`src/common/pin_map_pkg.sv`:
```
// Package for the remappable pin select map: offsets, fields, resets and carriers
package pin_map_pkg;

   // ------------------------------------------------------------
   // Register word offsets (byte addresses)
   // ------------------------------------------------------------
   localparam logic [3:0] fault_input_pin_select_off = 4'h0;
   localparam logic [3:0] output_pin_map_32_33_off = 4'h4;
   localparam logic [3:0] output_pin_map_34_35_off = 4'h8;
   localparam logic [3:0] output_pin_map_36_37_off = 4'hc;

   // ------------------------------------------------------------
   // Field layout and reset values
   // ------------------------------------------------------------
   localparam int reg_width = 16;
   localparam int pin_sel_width = 8;
   localparam int func_width = 6;
   localparam int func_lo_pos = 0;
   localparam int func_hi_pos = 8;
   localparam int fault_seven_pos = 0;
   localparam int fault_eight_pos = 8;
   localparam logic [15:0] out_map_mask = 16'h3f3f;
   localparam logic [15:0] reg_reset = 16'h0000;
   localparam logic [7:0] pin_sel_ground = 8'h00;
   localparam int num_func = 64;
   localparam int num_pins = 182;

   // ------------------------------------------------------------
   // Carriers
   // ------------------------------------------------------------
   typedef struct packed {
      logic [15:0] fault_input_pin_select;
      logic [15:0] output_pin_map_32_33;
      logic [15:0] output_pin_map_34_35;
      logic [15:0] output_pin_map_36_37;
   } regs_s;

   typedef struct packed {
      logic read;
      logic write;
      logic [3:0] address;
      logic [31:0] writedata;
   } avalon_req_s;

endpackage

```
`src/hw/remappable_pin_select_map.sv`:
```
// Remappable pin select map: fault input routing and output function mapping
`timescale 1ns/1ps
`default_nettype none

module remappable_pin_select_map
#(
   // Widths and counts
   parameter int func_count = pin_map_pkg::num_func,
   parameter int pin_count = pin_map_pkg::num_pins,
   parameter int out_pin_count = 6
)
(
   // Clock and reset
   input wire logic clock,
   input wire logic rst,
   // Avalon-MM slave
   input wire logic [3:0] address,
   input wire logic read,
   input wire logic write,
   input wire logic [31:0] writedata,
   input wire logic [3:0] byteenable,
   output logic [31:0] readdata,
   output logic waitrequest,
   // Peripheral side
   input wire logic [func_count-1:0] periph_out_func,
   input wire logic [pin_count-1:0] remappable_pin,
   output logic [out_pin_count-1:0] remappable_pin_out,
   output logic pwm_fault_input_seven,
   output logic pwm_fault_input_eight
);

   // ------------------------------------------------------------
   // Helpers
   // ------------------------------------------------------------
   function automatic logic [15:0] merge(input logic [15:0] old, input logic [31:0] wd,
                                         input logic [3:0] be, input logic [15:0] mask);
      logic [15:0] v;
      v = old;
      if (be[0]) v[7:0] = wd[7:0];
      if (be[1]) v[15:8] = wd[15:8];
      merge = v & mask;
   endfunction

   // Codes past the last pin read as ground, the same as code zero
   function automatic logic pick_pin(input logic [7:0] sel,
                                     input logic [pin_count-1:0] pins);
      if (sel == pin_map_pkg::pin_sel_ground || int'(sel) >= pin_count)
         pick_pin = 1'b0;
      else
         pick_pin = pins[sel];
   endfunction

   // Picks one function number out of an output map register
   function automatic logic [pin_map_pkg::func_width-1:0] func_field(input logic [15:0] r,
                                                                  input int pos);
      func_field = r[pos +: pin_map_pkg::func_width];
   endfunction

   // Every bit of the fault select register is writable
   localparam logic [15:0] fault_map_mask = 16'hffff;

   // ------------------------------------------------------------
   // Register file
   // ------------------------------------------------------------
   pin_map_pkg::regs_s regs;
   pin_map_pkg::regs_s next_regs;
   logic [31:0] next_readdata;
   logic read_done;
   logic next_read_done;
   logic read_start;

   // A read is launched on its first cycle and answered on the second, so
   // readdata comes from a flip-flop; writes never wait
   assign read_start = read & ~read_done;
   assign waitrequest = read_start;

   // ------------------------------------------------------------
   // Write path
   // ------------------------------------------------------------
   always_comb
   begin
      next_regs = regs;
      if (write)
      begin
         unique case (address)
            pin_map_pkg::fault_input_pin_select_off:
               next_regs.fault_input_pin_select = merge(regs.fault_input_pin_select,
                  writedata, byteenable, fault_map_mask);
            pin_map_pkg::output_pin_map_32_33_off:
               next_regs.output_pin_map_32_33 = merge(regs.output_pin_map_32_33,
                  writedata, byteenable, pin_map_pkg::out_map_mask);
            pin_map_pkg::output_pin_map_34_35_off:
               next_regs.output_pin_map_34_35 = merge(regs.output_pin_map_34_35,
                  writedata, byteenable, pin_map_pkg::out_map_mask);
            pin_map_pkg::output_pin_map_36_37_off:
               next_regs.output_pin_map_36_37 = merge(regs.output_pin_map_36_37,
                  writedata, byteenable, pin_map_pkg::out_map_mask);
            default: ;
         endcase
      end
   end

   always_ff @(posedge clock)
   begin
      if (rst)
      begin
         regs <= '{default: pin_map_pkg::reg_reset};
      end
      else
      begin
         regs <= next_regs;
      end
   end

   // ------------------------------------------------------------
   // Read path
   // ------------------------------------------------------------
   always_comb
   begin
      next_readdata = readdata;
      next_read_done = 1'b0;
      if (read_start)
      begin
         next_read_done = 1'b1;
         unique case (address)
            pin_map_pkg::fault_input_pin_select_off:
               next_readdata = {16'h0000, regs.fault_input_pin_select};
            pin_map_pkg::output_pin_map_32_33_off:
               next_readdata = {16'h0000, regs.output_pin_map_32_33};
            pin_map_pkg::output_pin_map_34_35_off:
               next_readdata = {16'h0000, regs.output_pin_map_34_35};
            pin_map_pkg::output_pin_map_36_37_off:
               next_readdata = {16'h0000, regs.output_pin_map_36_37};
            default:
               next_readdata = 32'h0000_0000;
         endcase
      end
   end

   always_ff @(posedge clock)
   begin
      if (rst)
      begin
         readdata <= 32'h0000_0000;
         read_done <= 1'b0;
      end
      else
      begin
         readdata <= next_readdata;
         read_done <= next_read_done;
      end
   end

   // ------------------------------------------------------------
   // Routing
   // ------------------------------------------------------------
   logic [5:0] out_func_sel_pin32;
   logic [5:0] out_func_sel_pin33;
   logic [5:0] out_func_sel_pin34;
   logic [5:0] out_func_sel_pin35;
   logic [5:0] out_func_sel_pin36;
   logic [5:0] out_func_sel_pin37;
   logic [7:0] fault_seven_pin_select;
   logic [7:0] fault_eight_pin_select;
   logic [out_pin_count-1:0] next_pin_out;
   logic next_fault_seven;
   logic next_fault_eight;

   assign out_func_sel_pin32 = func_field(regs.output_pin_map_32_33, pin_map_pkg::func_lo_pos);
   assign out_func_sel_pin33 = func_field(regs.output_pin_map_32_33, pin_map_pkg::func_hi_pos);
   assign out_func_sel_pin34 = func_field(regs.output_pin_map_34_35, pin_map_pkg::func_lo_pos);
   assign out_func_sel_pin35 = func_field(regs.output_pin_map_34_35, pin_map_pkg::func_hi_pos);
   assign out_func_sel_pin36 = func_field(regs.output_pin_map_36_37, pin_map_pkg::func_lo_pos);
   assign out_func_sel_pin37 = func_field(regs.output_pin_map_36_37, pin_map_pkg::func_hi_pos);
   assign fault_seven_pin_select = regs.fault_input_pin_select[pin_map_pkg::fault_seven_pos +: 8];
   assign fault_eight_pin_select = regs.fault_input_pin_select[pin_map_pkg::fault_eight_pos +: 8];

   always_comb
   begin
      next_pin_out[0] = periph_out_func[out_func_sel_pin32];
      next_pin_out[1] = periph_out_func[out_func_sel_pin33];
      next_pin_out[2] = periph_out_func[out_func_sel_pin34];
      next_pin_out[3] = periph_out_func[out_func_sel_pin35];
      next_pin_out[4] = periph_out_func[out_func_sel_pin36];
      next_pin_out[5] = periph_out_func[out_func_sel_pin37];
   end

   // ------------------------------------------------------------
   // Fault input routing
   // ------------------------------------------------------------
   always_comb
   begin
      next_fault_seven = pick_pin(fault_seven_pin_select, remappable_pin);
      next_fault_eight = pick_pin(fault_eight_pin_select, remappable_pin);
   end

   // ------------------------------------------------------------
   // Output registers
   // ------------------------------------------------------------
   always_ff @(posedge clock)
   begin
      if (rst)
      begin
         remappable_pin_out <= '0;
         pwm_fault_input_seven <= 1'b0;
         pwm_fault_input_eight <= 1'b0;
      end
      else
      begin
         remappable_pin_out <= next_pin_out;
         pwm_fault_input_seven <= next_fault_seven;
         pwm_fault_input_eight <= next_fault_eight;
      end
   end

endmodule // remappable_pin_select_map

`default_nettype wire

```
`config.mk`:
```
export PLATFORM = sky130hd
export DESIGN_NAME = remappable_pin_select_map
export DESIGN_NICKNAME = d
export VERILOG_FILES = /design/src/common/pin_map_pkg.sv /design/src/hw/remappable_pin_select_map.sv
export SDC_FILE = /design/constraint.sdc
export NUM_CORES = 1
export LEC_CHECK = 0
export BUFFER_PORTS_ARGS = -buffer_cell sky130_fd_sc_hd__buf_4
export CAP_MARGIN = 20
export CELL_PAD_IN_SITES_DETAIL_PLACEMENT = 1
export CELL_PAD_IN_SITES_GLOBAL_PLACEMENT = 1
export CORE_ASPECT_RATIO = 1.25
export CORE_UTILIZATION = 44
export DETAILED_ROUTE_END_ITERATION = 6
export GPL_ROUTABILITY_DRIVEN = 0
export GPL_TIMING_DRIVEN = 0
export PLACE_DENSITY_LB_ADDON = 0.3
export SLEW_MARGIN = 20
export SYNTH_ARGS = -nofsm -noshare
export SYNTH_HDL_FRONTEND = slang
export SYNTH_SLANG_ARGS = --single-unit
```
`constraint.sdc`:
```
create_clock -name clock -period 3.8 [get_ports clock]
set_input_delay 0.57 -clock clock [delete_from_list [all_inputs] [get_ports clock]]
set_output_delay 0.57 -clock clock [all_outputs]
set_load 0.005 [all_outputs]
```
==> results.txt <==
Status: finished, final reports clean
Deepest clock path buffer count: 2
Internal power: 0.00180 W
First-pass DRT Iterations: 5
Fin crit period: 3.31 ns
Total power: 0.00246 W
CTS Buf Count: 9
Main flop type after synthesis: dfxtp_1
DRC violation count after routing: 0
Relative slew slack: 24.1%
Vias in the first global route: 10.0k
Max cap viols: 0
Seq cells post-synth: 77
CP required: 4.01 ns
Mapped Cells: 738
Fin cells: 1337
Async SR Flop Fraction: 0%
WL/cell: 31.4 µm
Critical Path Fanout Max: 10
Max Clock Skew: 0.00596 ns
CP arrival: 3.52 ns
Sw power: 0.000663 W
NumNets Final: 1349
Total clock sinks: 77
WL final: 42.0 mm
RSZ-0062 raised after global routing: no
Mapped Avg Cell Area: 12.7 µm²
Vias per std cell: 7.02
Crit path launch: out_func_sel_pin32[1]
CORE AREA: 20800 µm²
Final Hold Vio Count: 0
Sw Ratio: 26.9%
Sequential element share of the synthesized area: 16.5%
Setup bufs post-CTS: 0
Total negative setup slack: 0 ns
Power share of the sequential group: 33.5%
Cell Pwr Density: 200 nW/µm²
Largest net degree at the start of global routing: 14
CP cell instances: clkbuf_1, clkbuf_1, mux4_2, mux4_2, mux4_2, nor2b_1
Layout Area Growth over Synthesis: 31.3%
Clock transition at path regs: 0.06 ns
Number of flops mapped to enable cells by yosys: 0
Min-delay worst type: register to register
Tot GR Track Use: 38.6%
# IOs: 331
Port bufs: 295
Max-slew violations: 0
Root Buffer: clkbuf_16
CP Class: register to register
CP dominant cell by count: mux4_2
CTS Hold Buffers Added: 0
CP max stage cell: clkbuf_1
# diodes: 0
Crit. End Element: register
Die height: 165 µm
Worst slack, placed: 0.587 ns
Crit start category: register
Final worst-path setup slack: 0.487 ns
Die width: 132 µm
Synthesized area: 9350 µm²
DPL Wire Length: 33.0 mm
Share of the core filled with cells: 59.0%
Critical Path Max Stage Delay: 0.70 ns
1st-iter DRT viols: 746
Post-CTS Resized: 0
Layout cells sized above 1: 50.7%
Yosys warnings: 0
Hold_sp: readdata[6]
Worst Max-Slew Pin Slew: 1.12 ns
ANT nets after route: 0
Total die area: 21800 µm²
Leak: 4.32 nW
H-tree depth: 3
Initial Utilization: 44.9%
Initial antenna violation count: 0
Synth cell types: 47
Setup-failing EPs final: 0
VDD IR max: 213 µV
CTS tree: yes
Clock Latency Late Sink: 0.35 ns
Most common cell after layout, fill and taps aside: buf_4
R2r startpoint: out_func_sel_pin32[1]
First-pass GRT wire length: 61.5 mm
Period utilisation layout: 87.2%
Top achievable clock speed: 302 MHz
Clk pwr share: 37.5%
Site Rows: 59
Via count: 9392
Most frequent cells in the layout: buf_4, mux4_2, dfxtp_1, nor2_1, clkbuf_1
Comb pwr share: 29.0%
Global route total overflow: 0
Post-placement cell count: 1322
==> state kept, by name (all words and copies together), names as in the netlist <==
name                    count
out_func_sel_pin33          6
fault_eight_pin_select      8
out_func_sel_pin37          6
pwm_fault_input_eight       1
remappable_pin_out          6
fault_seven_pin_select      8
read_done                   1
out_func_sel_pin36          6
pwm_fault_input_seven       1
out_func_sel_pin32          6
out_func_sel_pin34          6
out_func_sel_pin35          6
readdata                   16
==> logic make-up after synthesis <==
kind of cell | share of synthesized area, %
flip-flops | 16.5
multiplexers | 60.8
AO/OA/AOI/OAI | 7.57
AND/OR/NAND/NOR | 8.27
other | 0.0401
buffers and inverters | 6.88
==> Yosys cell counts, types with 2 or more instances <==
master / n / share of area (%)
mux4_2: 180 / 43
dfxtp_1: 77 / 16
nor2_1: 57 / 2.3
clkbuf_1: 55 / 2.2
mux2i_1: 53 / 5.7
a21oi_1: 48 / 2.6
nand2_1: 44 / 1.8
mux4_1: 41 / 12
a22oi_1: 33 / 2.6
buf_4: 19 / 1.5
nand3_1: 15 / 0.80
buf_2: 12 / 0.64
and3_1: 9 / 0.60
buf_1: 8 / 0.32
buf_6: 8 / 0.96
nor2b_1: 8 / 0.54
nand2b_1: 7 / 0.47
buf_8: 5 / 0.80
a22o_1: 4 / 0.37
inv_1: 4 / 0.16
nor3b_1: 4 / 0.32
o2111ai_1: 4 / 0.37
o21ai_0: 4 / 0.21
nor2b_4: 3 / 0.44
nor4_1: 3 / 0.20
o211ai_1: 3 / 0.24
a221oi_1: 2 / 0.19
a311oi_1: 2 / 0.19
a31oi_1: 2 / 0.13
nand3b_1: 2 / 0.16
nand4_1: 2 / 0.13
nand4b_1: 2 / 0.19
nor3_1: 2 / 0.11
nor4b_1: 2 / 0.19
o21ai_1: 2 / 0.11
==> layer usage <==
metal	vias to the layer above	routed length [µm]	GRT usage (%)	part of all wire, %
met5	-	0	0	0
met4	0	3200	28.3	7.6
met3	196	4200	8.66	10
met2	741	21400	68.7	51
met1	4718	13100	40.3	31
li1	3737	-	-	-
==> critical path: cells and delay by family (launching register included) <==
kind                   cells  cell delay (ns)
muxes                      3             1.51
buffers and inverters      2             1.19
DFF                        1             0.33
and+or+nand+nor            1             0.14
==> power by group through the flow <==
| stage | clock network (W) | logic [W] | registers (W) |
|---|---|---|---|
| finish | 0.000924 | 0.000714 | 0.000824 |
| global route | 0.000959 | 0.000739 | 0.000824 |
| CTS | 0.000919 | 0.000698 | 0.000823 |
| detailed placement | 0 | 0.000695 | 0.000841 |
| global placement | 0 | 0.000666 | 0.000840 |
| floorplan | 0 | 0.000296 | 0.000838 |
==> path summary, 6_finish.rpt <==
check	to	slack (ns)	cells past startpoint
worst min-delay path	readdata[6]	0.47	2
worst max register to register	remappable_pin_out[0]	0.49	6
worst max-delay path	remappable_pin_out[0]	0.49	6
worst min register to register	readdata[6]	0.47	2
==> cell type report <==
| class | instances | area, µm² |
|---|---|---|
| inverter | 5 | 18.8 |
| timing repair buffer | 295 | 2210 |
| fill | 2217 | 8540 |
| multi-input combinational | 563 | 7230 |
| clock buffer | 9 | 225 |
| sequential | 77 | 1540 |
| clock inverter | 6 | 88.8 |
| buffer | 108 | 624 |
| tap | 274 | 343 |
==> through the flow <==
stage	hold WS [ns]	instance area [µm²]
6_report	0.467	12300
3_5_place_dp	0.460	12000
2_1_floorplan	0.448	9410
4_1_cts	0.469	12300
3_3_place_gp	0.441	12000
5_1_grt	0.494	12300
No activity file was read; power rests on OpenSTA's default activity.
